==> config.mk <==
export PLATFORM = sky130hd
export DESIGN_NAME = ext_port_cfg
export DESIGN_NICKNAME = d
export VERILOG_FILES = /design/src/logic/ext_port_pkg.sv /design/src/logic/ext_port_cfg.sv /design/src/logic/access_clock_div.sv
export SDC_FILE = /design/constraint.sdc
export NUM_CORES = 1
export LEC_CHECK = 0
export ABC_AREA = 1
export BUFFER_PORTS_ARGS = -buffer_cell sky130_fd_sc_hd__buf_2
export CAP_MARGIN = 5
export CORE_AREA = 4 4 182 184
export DETAILED_ROUTE_END_ITERATION = 10
export DIE_AREA = 0 0 186 188
export PLACE_DENSITY = 0.87
export SETUP_SLACK_MARGIN = 0.2
export SLEW_MARGIN = 20
export SYNTH_ARGS = -nofsm -noshare
export SYNTH_HDL_FRONTEND = slang
export SYNTH_SLANG_ARGS = --single-unit
==> constraint.sdc <==
create_clock -name REF_CLK -period 4 [get_ports REF_CLK]
set_clock_uncertainty 0.05 [all_clocks]
set_input_delay 0.2 -clock REF_CLK [delete_from_list [all_inputs] [get_ports REF_CLK]]
set_output_delay 0.2 -clock REF_CLK [all_outputs]
set_load 0.1 [all_outputs]
==> src/logic/ext_port_pkg.sv <==
// package for the external memory port configuration block
// holds register indices, field positions, reset values and timing counts
package ext_port_pkg;
  // register indices on the plain register port
  localparam logic [3:0] A_BANK0_CTL = 4'h0;
  localparam logic [3:0] A_BANK3_CTL = 4'h3;
  localparam logic [3:0] A_BOOT_CTL = 4'h4;
  localparam logic [3:0] A_IO_CTL = 4'h5;
  localparam logic [3:0] A_PAGES_FIRST = 4'h6;
  localparam logic [3:0] A_PAGES_SECOND = 4'h7;
  localparam logic [3:0] A_IFACE_CTL = 4'h8;
  localparam logic [3:0] A_MODE_STATUS = 4'h9;
  // access control fields
  localparam int RWC_LSB = 0;
  localparam int WWC_LSB = 3;
  localparam int WMS_LSB = 6;
  localparam int CDS_LSB = 8;
  localparam int WHE_BIT = 11;
  localparam int COE_BIT = 15;
  localparam logic [15:0] ACCESS_CTL_MASK = 16'h8F_FF;
  localparam logic [15:0] ACCESS_CTL_RESET = 16'h0_03F;
  // interface control bits
  localparam int BL_BIT = 0;
  localparam int BHE_BIT = 1;
  localparam int CRL_BIT = 2;
  localparam int BWS_BIT = 3;
  localparam int WLS_BIT = 4;
  localparam int RLS_BIT = 5;
  localparam int ASE_BIT = 6;
  localparam logic [15:0] IFACE_MASK = 16'h0_07F;
  localparam logic [15:0] IFACE_RESET = 16'h0_030;
  // mode/status bits
  localparam int PI_BE_BIT = 0;
  localparam int PD_BE_BIT = 1;
  localparam int DD_BE_BIT = 2;
  localparam int DFS_BIT = 3;
  localparam int BUSY_BIT = 8;
  localparam int GRANT_BIT = 9;
  localparam logic [15:0] MODE_MASK = 16'h0_00F;
  // default page boundaries: 64 pages per bank, bank 0 at page 0x01
  localparam logic [15:0] PAGES_FIRST_RESET = 16'h4_101;
  localparam logic [15:0] PAGES_SECOND_RESET = 16'hC_181;
  // waitstate modes
  typedef enum logic [1:0] {
    WM_ACK = 2'b00,
    WM_WAIT = 2'b01,
    WM_BOTH = 2'b10,
    WM_EITHER = 2'b11
  } wait_mode_t;
  localparam logic [2:0] ACK_MIN_WAITS = 3'h2;
  localparam logic [2:0] CDS_MAX = 3'h5;
  // request holdoff, in clock cycles
  localparam logic [4:0] HOLDOFF_CYCLES = 5'h10;
  // requester codes
  localparam logic [1:0] REQ_INSTR = 2'h0;
  localparam logic [1:0] REQ_PDATA = 2'h1;
  localparam logic [1:0] REQ_DDATA = 2'h2;
  localparam logic [1:0] REQ_DMA = 2'h3;
  // space codes
  localparam logic [2:0] SP_BOOT = 3'h4;
  localparam logic [2:0] SP_IO = 3'h5;
endpackage : ext_port_pkg

==> src/logic/ext_port_cfg.sv <==
// external memory port: configuration registers, bank decode, waitstates,
// packing, bus grant. assumes one requester at a time per internal bus.
// Functional notes
// - read waitstate count in bits 2-0 of each access control register
// - write waitstate count in bits 5-3 of each access control register
// - insert 0 to 7 access clock waitstates before completing an access
// - bits 7-6 pick ack only, waits only, both, or either termination
// - ack mode spends at least two waitstates; low ack stretches further
// - bits 10-8 divide peripheral clock by 1,2,4,8,16,32 for access clock
// - bit 11 holds write data one extra cycle after write strobe ends
// - two page registers hold lower page of banks 0,1 and 2,3
// - eight-bit lowest page per bank; defaults give 64 pages each
// - bank 0 starts at 0x1_0000, banks 1-3 follow; select asserted
// - interface bit 3 selects 16-bit bus, else 8-bit, for all spaces
// - interface bits 4,5 give write/read strobe polarity, 1 active low
// - status bit 3 picks 24 or 16 bit data words; fetches ignore it
// - pack words into successive transfers per bus width
// - interface bit 6 lets external dma split, freeing internal memory
// - bit 15 adds each select line into the composite select
// - interface bit 0 ignores bus and dma requests, keeping mastership
// - interface bit 1 delays request response by 16 cycles
// - interface bit 2 blocks writes to all access control registers
// - status bit 0 sends instruction fetches to boot space
// - status bit 1 sends program bus data to boot space
// - status bit 2 sends data bus data to boot space
// - redirected accesses drive boot select and leave bank selects idle
// - three internal buses share one external bus by arbitration
// - unpacking instructions adds one cycle per word
// - low request while idle: float bus and grant next cycle
//
// Implementation choices: the register offsets and strobed register access.
`timescale 1ns/1ps
`default_nettype none
module ext_port_cfg (
  // clock, reset, enable
  input wire logic REF_CLK,
  input wire logic RST,
  input wire logic CE,
  // register port
  input wire logic [3:0] REG_ADDR,
  input wire logic [15:0] REG_WDATA,
  input wire logic REG_WR,
  input wire logic REG_RD,
  output logic [15:0] REG_RDATA,
  // internal requests: instr, pm data, dm data
  input wire logic [2:0] REQ_VALID,
  input wire logic [2:0] REQ_WRITE,
  input wire logic [2:0] REQ_IO,
  input wire logic [23:0] REQ_ADDR,
  input wire logic [23:0] REQ_WDATA,
  input wire logic DMA_REQ,
  output logic [2:0] REQ_DONE,
  output logic [23:0] REQ_RDATA,
  output logic DMA_SPLIT,
  // external memory pins
  output logic [23:0] EXT_ADDR,
  output logic [15:0] EXT_DATA_OUT,
  input wire logic [15:0] EXT_DATA_IN,
  output logic EXT_BUS_OE_N,
  output logic EXT_RD,
  output logic EXT_WR,
  input wire logic EXT_ACK,
  output logic [3:0] bank_select_n,
  output logic boot_space_select_n,
  output logic io_space_select_n,
  output logic composite_select_out,
  // bus mastership
  input wire logic bus_request_in_n,
  output logic bus_grant_out_n,
  output logic bus_grant_hang_out_n
);
  import ext_port_pkg::*;

  typedef enum logic [2:0] {
    S_IDLE = 3'b000,
    S_STROBE = 3'b001,
    S_HOLD = 3'b010,
    S_NEXT = 3'b011,
    S_DONE = 3'b100,
    S_GRANT = 3'b101
  } state_t;

  state_t state;
  logic [15:0] access_ctl [0:5];
  logic [15:0] pages_first, pages_second, iface, mode;
  logic [5:0] tick;
  logic [1:0] rr;
  logic [1:0] cur;
  logic [2:0] space;
  logic [23:0] addr, wdata, rdata;
  logic is_write;
  logic [1:0] beat, last_beat;
  logic [2:0] wait_cnt;
  logic [4:0] holdoff;
  logic [15:0] ctl;
  logic [1:0] grant_idx;
  logic grant_ok;
  logic [2:0] next_space;
  logic [7:0] page;
  // termination terms, read by the sequencer below
  logic term, count_met;
  logic [2:0] need;

  // register writes; access control writes blocked while locked
  always_ff @(posedge REF_CLK) begin
    if (RST) begin
      for (int i = 0; i < 6; i++) access_ctl[i] <= ACCESS_CTL_RESET;
      pages_first <= PAGES_FIRST_RESET;
      pages_second <= PAGES_SECOND_RESET;
      iface <= IFACE_RESET;
      mode <= 16'h0_000;
    end else if (CE && REG_WR) begin
      if (REG_ADDR <= A_IO_CTL && !iface[CRL_BIT])
        access_ctl[REG_ADDR[2:0]] <= REG_WDATA & ACCESS_CTL_MASK;
      if (REG_ADDR == A_PAGES_FIRST) pages_first <= REG_WDATA;
      if (REG_ADDR == A_PAGES_SECOND) pages_second <= REG_WDATA;
      if (REG_ADDR == A_IFACE_CTL) iface <= REG_WDATA & IFACE_MASK;
      if (REG_ADDR == A_MODE_STATUS) mode <= REG_WDATA & MODE_MASK;
    end
  end

  // read data one cycle after the strobe, zero otherwise and when unmapped
  always_ff @(posedge REF_CLK) begin
    if (RST) begin
      REG_RDATA <= 16'h0_000;
    end else if (CE) begin
      REG_RDATA <= 16'h0_000;
      if (REG_RD) begin
        if (REG_ADDR <= A_IO_CTL) REG_RDATA <= access_ctl[REG_ADDR[2:0]];
        else if (REG_ADDR == A_PAGES_FIRST) REG_RDATA <= pages_first;
        else if (REG_ADDR == A_PAGES_SECOND) REG_RDATA <= pages_second;
        else if (REG_ADDR == A_IFACE_CTL) REG_RDATA <= iface;
        else if (REG_ADDR == A_MODE_STATUS)
          REG_RDATA <= mode | (16'(state != S_IDLE) << BUSY_BIT) | (16'(state == S_GRANT) << GRANT_BIT);
      end
    end
  end

  // one divided access clock per bank and space
  genvar g;
  generate
    for (g = 0; g < 6; g++) begin : g_div
      access_clock_div u_div (
        .clk(REF_CLK),
        .rst(RST),
        .ce(CE),
        .divide(access_ctl[g][CDS_LSB +: 3]),
        .tick(tick[g])
      );
    end
  endgenerate

  // round robin over three buses; dma takes no slot in it
  always_comb begin
    grant_idx = rr;
    grant_ok = 1'b0;
    for (int k = 2; k >= 0; k--) begin
      if (REQ_VALID[2'((32'(rr) + k) % 3)]) begin
        grant_idx = 2'((32'(rr) + k) % 3);
        grant_ok = 1'b1;
      end
    end
  end

  // bank decode: highest of banks 1-3 whose lower page is not above the address page, else bank 0
  always_comb begin
    page = REQ_ADDR[23:16];
    next_space = 3'h0;
    if (page >= pages_first[15:8]) next_space = 3'h1;
    if (page >= pages_second[7:0]) next_space = 3'h2;
    if (page >= pages_second[15:8]) next_space = 3'h3;
    if (REQ_IO[grant_idx]) next_space = SP_IO;
    else if ((grant_idx == REQ_INSTR && mode[PI_BE_BIT]) ||
             (grant_idx == REQ_PDATA && mode[PD_BE_BIT]) ||
             (grant_idx == REQ_DDATA && mode[DD_BE_BIT]))
      next_space = SP_BOOT;
  end

  assign ctl = access_ctl[space];

  // holdoff counter for bus requests
  always_ff @(posedge REF_CLK) begin
    if (RST) begin
      holdoff <= 5'h0;
    end else if (CE) begin
      if (bus_request_in_n || !iface[BHE_BIT]) holdoff <= 5'h0;
      else if (holdoff != HOLDOFF_CYCLES) holdoff <= holdoff + 5'h1;
    end
  end

  // access sequencer
  always_ff @(posedge REF_CLK) begin
    if (RST) begin
      state <= S_IDLE;
      rr <= 2'h0;
      cur <= 2'h0;
      space <= 3'h0;
      addr <= 24'h0;
      wdata <= 24'h0;
      rdata <= 24'h0;
      is_write <= 1'b0;
      beat <= 2'h0;
      last_beat <= 2'h0;
      wait_cnt <= 3'h0;
    end else if (CE) begin
      case (state)
        S_IDLE: begin
          if (!bus_request_in_n && !iface[BL_BIT] &&
              (!iface[BHE_BIT] || holdoff == HOLDOFF_CYCLES)) begin
            state <= S_GRANT;
          end else if (grant_ok) begin
            cur <= grant_idx;
            rr <= (rr == 2'h2) ? 2'h0 : rr + 2'h1;
            space <= next_space;
            addr <= REQ_ADDR;
            wdata <= REQ_WDATA;
            rdata <= 24'h0;
            is_write <= REQ_WRITE[grant_idx];
            beat <= 2'h0;
            // 24-bit when instruction or format bit set; beats per bus width
            if (grant_idx == REQ_INSTR || mode[DFS_BIT])
              last_beat <= iface[BWS_BIT] ? 2'h1 : 2'h2;
            else
              last_beat <= iface[BWS_BIT] ? 2'h0 : 2'h1;
            wait_cnt <= 3'h0;
            state <= S_STROBE;
          end
        end
        S_STROBE: begin
          // count waits on the bank's own divided tick
          if (tick[space] && wait_cnt != 3'h7) wait_cnt <= wait_cnt + 3'h1;
          if (term) begin
            if (!is_write) begin
              if (iface[BWS_BIT]) rdata[beat*16 +: 8] <= EXT_DATA_IN[7:0];
              else rdata[beat*8 +: 8] <= EXT_DATA_IN[7:0];
              if (iface[BWS_BIT] && beat == 2'h0) rdata[15:8] <= EXT_DATA_IN[15:8];
            end
            state <= (is_write && ctl[WHE_BIT]) ? S_HOLD : S_NEXT;
          end
        end
        S_HOLD: state <= S_NEXT;
        S_NEXT: begin
          wait_cnt <= 3'h0;
          if (beat == last_beat) begin
            state <= S_DONE;
          end else begin
            beat <= beat + 2'h1;
            state <= S_STROBE;
          end
        end
        S_DONE: state <= S_IDLE;
        S_GRANT: if (bus_request_in_n) state <= S_IDLE;
        default: state <= S_IDLE;
      endcase
    end
  end

  // termination by waitstate mode
  always_comb begin
    need = is_write ? ctl[WWC_LSB +: 3] : ctl[RWC_LSB +: 3];
    count_met = wait_cnt >= need;
    case (wait_mode_t'(ctl[WMS_LSB +: 2]))
      WM_ACK: term = EXT_ACK && wait_cnt >= ACK_MIN_WAITS;
      WM_WAIT: term = count_met;
      WM_BOTH: term = EXT_ACK && count_met;
      WM_EITHER: term = EXT_ACK || count_met;
      default: term = count_met;
    endcase
    term = term && tick[space];
  end

  // pins; bank, boot and io selects active low, composite select active high, strobes per polarity bits
  always_ff @(posedge REF_CLK) begin
    if (RST) begin
      EXT_ADDR <= 24'h0;
      EXT_DATA_OUT <= 16'h0_000;
      bank_select_n <= 4'hF;
      boot_space_select_n <= 1'b1;
      io_space_select_n <= 1'b1;
      composite_select_out <= 1'b0;
      EXT_RD <= 1'b0;
      EXT_WR <= 1'b0;
      EXT_BUS_OE_N <= 1'b1;
      bus_grant_out_n <= 1'b1;
      REQ_DONE <= 3'h0;
      REQ_RDATA <= 24'h0;
    end else if (CE) begin
      EXT_ADDR <= addr + 24'(beat);
      EXT_DATA_OUT <= iface[BWS_BIT] ? wdata[beat*16 +: 16] : {8'h0, wdata[beat*8 +: 8]};
      bank_select_n <= 4'hF;
      boot_space_select_n <= 1'b1;
      io_space_select_n <= 1'b1;
      composite_select_out <= 1'b0;
      if (state == S_STROBE || state == S_HOLD) begin
        if (space == SP_BOOT) boot_space_select_n <= 1'b0;
        else if (space == SP_IO) io_space_select_n <= 1'b0;
        else bank_select_n[space[1:0]] <= 1'b0;
        composite_select_out <= ctl[COE_BIT];
      end
      EXT_RD <= iface[RLS_BIT] ^ (state == S_STROBE && !is_write);
      EXT_WR <= iface[WLS_BIT] ^ (state == S_STROBE && is_write);
      EXT_BUS_OE_N <= !(state == S_STROBE || state == S_HOLD) || !is_write;
      bus_grant_out_n <= !(state == S_GRANT);
      REQ_DONE <= (state == S_DONE) ? (3'h1 << cur) : 3'h0;
      if (state == S_DONE) REQ_RDATA <= rdata;
    end
  end

  // dma split and pending-request hang indication
  assign DMA_SPLIT = DMA_REQ && iface[ASE_BIT] && !iface[BL_BIT];
  assign bus_grant_hang_out_n = !(state == S_GRANT && grant_ok);
endmodule : ext_port_cfg
`default_nettype wire

==> src/logic/access_clock_div.sv <==
// divided access clock enable for one bank or space
// assumes the divider field is stable during an access
`timescale 1ns/1ps
`default_nettype none
module access_clock_div (
  // clock and reset
  input wire logic clk,
  input wire logic rst,
  input wire logic ce,
  // control
  input wire logic [2:0] divide,
  // one-cycle tick at the divided rate
  output logic tick
);
  import ext_port_pkg::*;
  logic [4:0] count;
  logic [4:0] limit;

  // limit is 2^divide - 1; codes above 101 clamp to the slowest ratio
  always_comb begin
    limit = 5'(({1'b0, 5'h1} << ((divide > CDS_MAX) ? CDS_MAX : divide)) - 6'h1);
  end

  // free-running count, restarts at limit
  always_ff @(posedge clk) begin
    if (rst) begin
      count <= 5'h0;
    end else if (ce) begin
      count <= (count >= limit) ? 5'h0 : count + 5'h1;
    end
  end

  assign tick = ce && (count >= limit);
endmodule : access_clock_div
`default_nettype wire

==> results of run 1 <==
routing by layer:
layer  share of wire  vias to the layer above
met5         0.00024                        -
met2            0.45                     1112
met3            0.12                      193
li1                -                     8233
met4           0.045                        2
met1            0.38                     8129
kinds of logic after synthesis:
kind of cell,after synthesis,share of synthesized area
AND/OR/NAND/NOR,865,0.201
AO/OA/AOI/OAI,579,0.177
buffers and inverters,372,0.0799
flip-flops,369,0.461
adder cells (fa/ha/maj),86,0.0593
XOR/XNOR,46,0.0220
other,1,0.000205
report_power, final:
group          internal (mW)  leakage [nW]  switching [mW]
sequential              4.13          3.18           0.211
clock                   2.27         0.678            1.57
combinational          0.604          5.55            1.57
total                   7.00          9.40            3.34
synthesized netlist by cell type (14+ instances only):
| cell type | count | area share |
|---|---|---|
| xor2_1 | 35 | 0.017 |
| o211ai_1 | 24 | 0.0099 |
| inv_2 | 17 | 0.0035 |
| nand4_1 | 14 | 0.0048 |
| nor3_1 | 39 | 0.011 |
| nand3_1 | 88 | 0.024 |
| dfxtp_1 | 265 | 0.29 |
| o21ai_0 | 237 | 0.065 |
| a21oi_1 | 198 | 0.054 |
| inv_1 | 241 | 0.049 |
| edfxtp_1 | 104 | 0.17 |
| nand2_1 | 352 | 0.072 |
| o22ai_1 | 52 | 0.018 |
| o221ai_1 | 20 | 0.0096 |
| ha_1 | 85 | 0.058 |
| buf_1 | 15 | 0.0031 |
| nor2_1 | 327 | 0.067 |
| clkbuf_1 | 69 | 0.014 |
state kept, by name, indices dropped and copies added, names as in the netlist, 4 cells and up, named ones only:
register	flops
bank_select_n	4
REQ_RDATA	24
REG_RDATA	16
iface	7
EXT_ADDR	24
wdata	24
pages_first	16
access_ctl	104
rdata	24
g_div.u_div.count	30
addr	24
holdoff	5
mode	4
pages_second	16
EXT_DATA_OUT	16
metrics by stage:
step	setup WS (ns)	area, sq um	total power [mW]
3_3_place_gp	0.922	19600	6.38
6_report	0.651	21600	10.3
2_1_floorplan	1.13	18400	5.93
4_1_cts	0.717	21600	10.3
5_1_grt	0.282	21600	10.8
3_5_place_dp	0.740	19600	6.46
cells in the final DEF, fill, tap and decap left out, types with 85 or more instances in the layout:
| cell | count |
|---|---|
| inv_1 | 240 |
| o21ai_0 | 237 |
| ha_1 | 85 |
| nand3_1 | 88 |
| a21oi_1 | 198 |
| nand2_1 | 352 |
| nor2_1 | 327 |
| buf_2 | 195 |
| dfxtp_1 | 265 |
| edfxtp_1 | 104 |
final timing paths:
check,from,end,slack (ns),cells past startpoint
setup reg to reg,flop,rdata[4],0.65,18
setup / recovery,flop,rdata[4],0.65,18
hold reg to reg,wdata[2],wdata[2],0.41,2
hold / removal,EXT_DATA_IN[1],rdata[1],0.03,5
layout make-up:
class	count	area [sq um]	share of cell area
diodes	1	2.50	0.000116
clock buffers	59	1180	0.0548
clock inverters	15	189	0.00875
inverters	267	1000	0.0465
multi-input cells	1602	8490	0.393
flip-flops and latches	369	8430	0.390
well taps	402	503	0.0233
repair buffers	279	1780	0.0827
tightest hold or removal path: stages:
cell and delay (ns):
buf_2 0.10, inv_1 0.09, nor3_1 0.06, nor2_1 0.10
nor2_1 0.05
repair_timing:
action,in CTS,in global routing
gates resized for setup,0,0
endpoints found under the hold margin,63,0
hold buffers,61,0
==> results.ini, run 1 <==
[floorplanning]
io_pins=197
design.die.area_sq_um=35000
fp-row-count=65
die_x_um=186
start_util=0.582
core_area_sq_um=31400
fp.dieH_um=188

[routing]
route.detailed.drc=0
drtIter0Drc=2272
wirelength_um=55200
dr_total_vias=17700
drt-pass1-iter-count=6
antenna_left=0
wire_per_inst_um=18.4
vias_per_cell=5.90

[setup_path]
required_ns=4.39
worstSetupEndpointType=flop
cp_data_arrival_time_ns=3.74
cp_cell_sequence=inv_2, o21ai_0, o221ai_1, nand3_1, nand2_1, ha_1, o21ai_0, nand2_1, a21oi_1, nand2_1, nand3_1, nand2_1, nand2_2, nand2_4, nand4_4, nand2_1, nand2_1, nor2_1
cp-start-kind=flop
cp_num_buf_inv=1
crit_family=simple AND/OR/NAND/NOR gates
cp_max_fo=33
cpPeakStageDelay_ns=0.70
worstSetupPathType=reg -> reg
crit_path_top_delay_cell=dfxtp_1
cpMostUsedCell=nand2_1

[placed_design]
gp_congestion=0.997
io_buffers=196
dp_hpwl_um=37400
dp.cells=2858

[synth]
syn_avg_cell_area_sq_um=7.89
syn-cell-area_sq_um=18300
ys.flop_type=dfxtp_1
yosysWarnings=0
synth_seq_cells=369
synth.distinct_cells=53
synth_edf_count=104
syn_inst=2318
ys_async_sr_fraction=0
seq_area_frac_synth=0.461

[job]
drv_cap=0

[cells_and_area]
layout.nets=2746
fill_cells=2342
layout.cells.non_filler=2994
drive_above_1_share=0.131
syn_to_final_growth_pct=18.1
post-route-util=0.688

[sta]
rsz0062_at_grt=false
setup_tns_ns=0
hold_viol=0
tightest_slew_ns=1.08
whs_ns=0.0316
setup_viol_count_final=0
finalMaxSlewViolations=0
period_share=0.837
final.min_clock_period_ns=3.35
maxSlewHeadroom=0.274
clock.fmax_mhz=299

[hold_path]
worstHoldPathType=in -> reg

[clock_network]
postCtsSetupRepairBufs=0
clock_tree.root_cell=clkbuf_16
cts_sinks=369
path_clk_slew_ns=0.06
clock_path_buffers=3
clkLatencyLatePin_ns=0.55
cts_tree=yes
cts.htree.levels=2
cts_inserted_buffers=40

[power]
cellPowerDensity_nw_per_um2=479
ir_drop_v=0.000338
power_leakage_nw=9.40

[status]
status=completed

[grt]
antenna_found_initial=2
busiest_layer=met2
grt_usage=0.307
grt_overflow=0
met2_usage=0.482
grt_use_met3=0.0755
grt_pass1_vias=17100
grt_pass1_wl_um=87300
grt_max_degree=181
grt_use_met1=0.401

Note: power is estimated with default switching activity, not from simulation.
==> run 2: changes to the inputs <==
==> constraint.sdc (replaced) <==
create_clock -name REF_CLK -period 3.1 [get_ports REF_CLK]
set_clock_uncertainty 0.05 [all_clocks]
set_input_delay 0.155 -clock REF_CLK [delete_from_list [all_inputs] [get_ports REF_CLK]]
set_output_delay 0.155 -clock REF_CLK [all_outputs]
set_load 0.1 [all_outputs]
==> results.ini, run 2 (synthesized netlist as in run 1, its figures left out) <==
[cells_and_area]
layout.nets=2810  ; was 2746
diodes=0  ; was 1
largest_register=access_ctl  ; unchanged
syn_to_final_growth_pct=21.6  ; was 18.1%
design_area_sq_um=22200  ; was 21600 sq um
reg_top3=access_ctl: 104 flops, g_div.u_div.count: 30 flops  ; unchanged
layout_commonest_cell=nand2_1  ; unchanged
largest_register_ffs=104  ; unchanged
drive_above_1_share=0.158  ; was 0.131
final_cell_mix=341 x nand2_1, 322 x nor2_1, 262 x dfxtp_1  ; was 352 x nand2_1, 327 x nor2_1, 265 x dfxtp_1

[grt]
grt_pass1_wl_um=89700  ; was 87300 um
grt_pass1_vias=17600  ; was 17100
grt_usage=0.315  ; was 0.307
grt_overflow=0  ; unchanged
grt_max_degree=83  ; was 181
antenna_found_initial=0  ; was 2

[power]
ir_drop_v=0.000585  ; was 0.000338 V
power_leakage_nw=9.68  ; was 9.40 nW
cellPowerDensity_nw_per_um2=603  ; was 479 nW/um^2

[sta]
finalMaxSlewViolations=0  ; unchanged
hold_viol=0  ; unchanged
setup_viol_count_final=0  ; unchanged
period_share=0.943  ; was 0.837
clock.fmax_mhz=342  ; was 299 MHz
maxSlewHeadroom=0.458  ; was 0.274
tightest_slew_ns=0.813  ; was 1.08 ns
final.min_clock_period_ns=2.92  ; was 3.35 ns
whs_ns=0.0149  ; was 0.0316 ns
rsz0062_at_grt=true  ; was false

[floorplanning]
die_x_um=186  ; unchanged
design.die.area_sq_um=35000  ; unchanged
fp.dieH_um=188  ; unchanged
core_area_sq_um=31400  ; unchanged
start_util=0.582  ; unchanged
io_pins=197  ; unchanged
fp-row-count=65  ; unchanged

[routing]
wire_per_inst_um=19.0  ; was 18.4 um
antenna_left=0  ; unchanged
wirelength_um=58200  ; was 55200 um
dr_total_vias=18100  ; was 17700
route.detailed.drc=0  ; unchanged
drt-pass1-iter-count=6  ; unchanged
drtIter0Drc=2082  ; was 2272
vias_per_cell=5.94  ; was 5.90

[clock_network]
cts_sinks=369  ; unchanged
path_clk_slew_ns=0.06  ; about the same
clock_tree.root_cell=clkbuf_16  ; unchanged
clock_path_buffers=3  ; unchanged
cts_inserted_buffers=40  ; unchanged
clkLatencyLatePin_ns=0.54  ; was 0.55 ns
cts.htree.levels=2  ; unchanged
cts_tree=yes  ; unchanged

[status]
status=completed  ; unchanged

[placed_design]
dp_hpwl_um=38400  ; was 37400 um
io_buffers=196  ; unchanged
gp_congestion=0.966  ; was 0.997
placed_area_sq_um=19900  ; was 19600 sq um

[setup_path]
cp-start-kind=flop  ; unchanged
worstSetupEndpointType=flop  ; unchanged
cp_max_fo=8  ; was 33
cp_data_arrival_time_ns=3.31  ; was 3.74 ns
worstSetupPathType=reg -> reg  ; unchanged
required_ns=3.49  ; was 4.39 ns

[hold_path]
worstHoldPathType=in -> reg  ; unchanged

[job]
drv_cap=0  ; unchanged

run 2: changes by cell type in the layout (fill, tap and decap cells not counted), sizes merged, moves of 2 or more:
cell,previous run,this run
dlygate4sd3,61,76
clkbuf,59,55
nand4,18,21
buf,218,263
clkinv,17,22
inv,261,259
run 2: stage by stage:
stage	setup TNS (ns)	worst slack, ns	total power, mW	cells	util
CTS	0	0.234	13.2	3043	0.700
floorplan	0	0.234	7.65	2343	-
global placement	0	0.372	8.29	2894	0.634
detailed placement	0	0.260	8.41	2894	0.634
global route	-0.0110	-0.00949	13.9	3055	0.708
finish	0	0.175	13.4	3055	0.708
run 2: cell type report:
class	count	area [sq um]
clock inverter	18	191
inverter	267	1020
sequential	369	8440
clock buffer	54	1100
timing repair buffer	340	2330
multi-input combinational	1605	8640
tap	402	503
fill	2253	9170
run 2: what timing repair did:
action | in CTS | in global routing
gates resized for setup | 1 | 49
endpoints found under the setup margin | 4 | 86
pin swaps | 1 | 18
hold endpoints to repair | 84 | 0
buffers inserted | 1 | 8
hold buffers | 76 | 0
gates cloned | 0 | 4
run 2: power by group:
part / internal, mW / switching [mW] / leakage, nW / total (mW)
clock: 2.76 / 1.96 / 0.643 / 4.73
combinational: 0.892 / 2.20 / 5.86 / 3.09
sequential: 5.33 / 0.249 / 3.18 / 5.58
total: 8.98 / 4.41 / 9.68 / 13.4
run 2: path summary, 6_finish.rpt:
| check | start | end | slack (ns) | cells past startpoint |
|---|---|---|---|---|
| worst max register to register | access_ctl[5][9] | state[0] | 0.18 | 17 |
| worst min register to register | rdata[14] | REQ_RDATA[14] | 0.41 | 2 |
| worst min-delay path | EXT_DATA_IN[9] | rdata[9] | 0.01 | 5 |
| worst max-delay path | access_ctl[5][9] | state[0] | 0.18 | 17 |
run 2: per-layer routing:
layer / routed length [um] / global-route usage / share of wire / up-vias
li1: - / - / - / 8390
met1: 21500 / 0.396 / 0.37 / 8341
met2: 27400 / 0.525 / 0.47 / 1169
met3: 6410 / 0.0660 / 0.11 / 246
met4: 2830 / 0.134 / 0.049 / 0
met5: 0 / 0 / 0 / -
run 2: critical path, cell delays in order, from the launching register on:
cell and delay (ns):
edfxtp_1 0.41, inv_1 0.12, nand3_1 0.12, ha_1 0.30, ha_1 0.27, a21boi_0 0.25
o21bai_1 0.10, nand2_1 0.07, nand2_1 0.09, nand2_1 0.09, nand3_1 0.07, nand2_1 0.12
nand2_2 0.11, nand2_8 0.14, nand2_1 0.11, nor2_2 0.17, nand2_1 0.07, a21oi_1 0.16
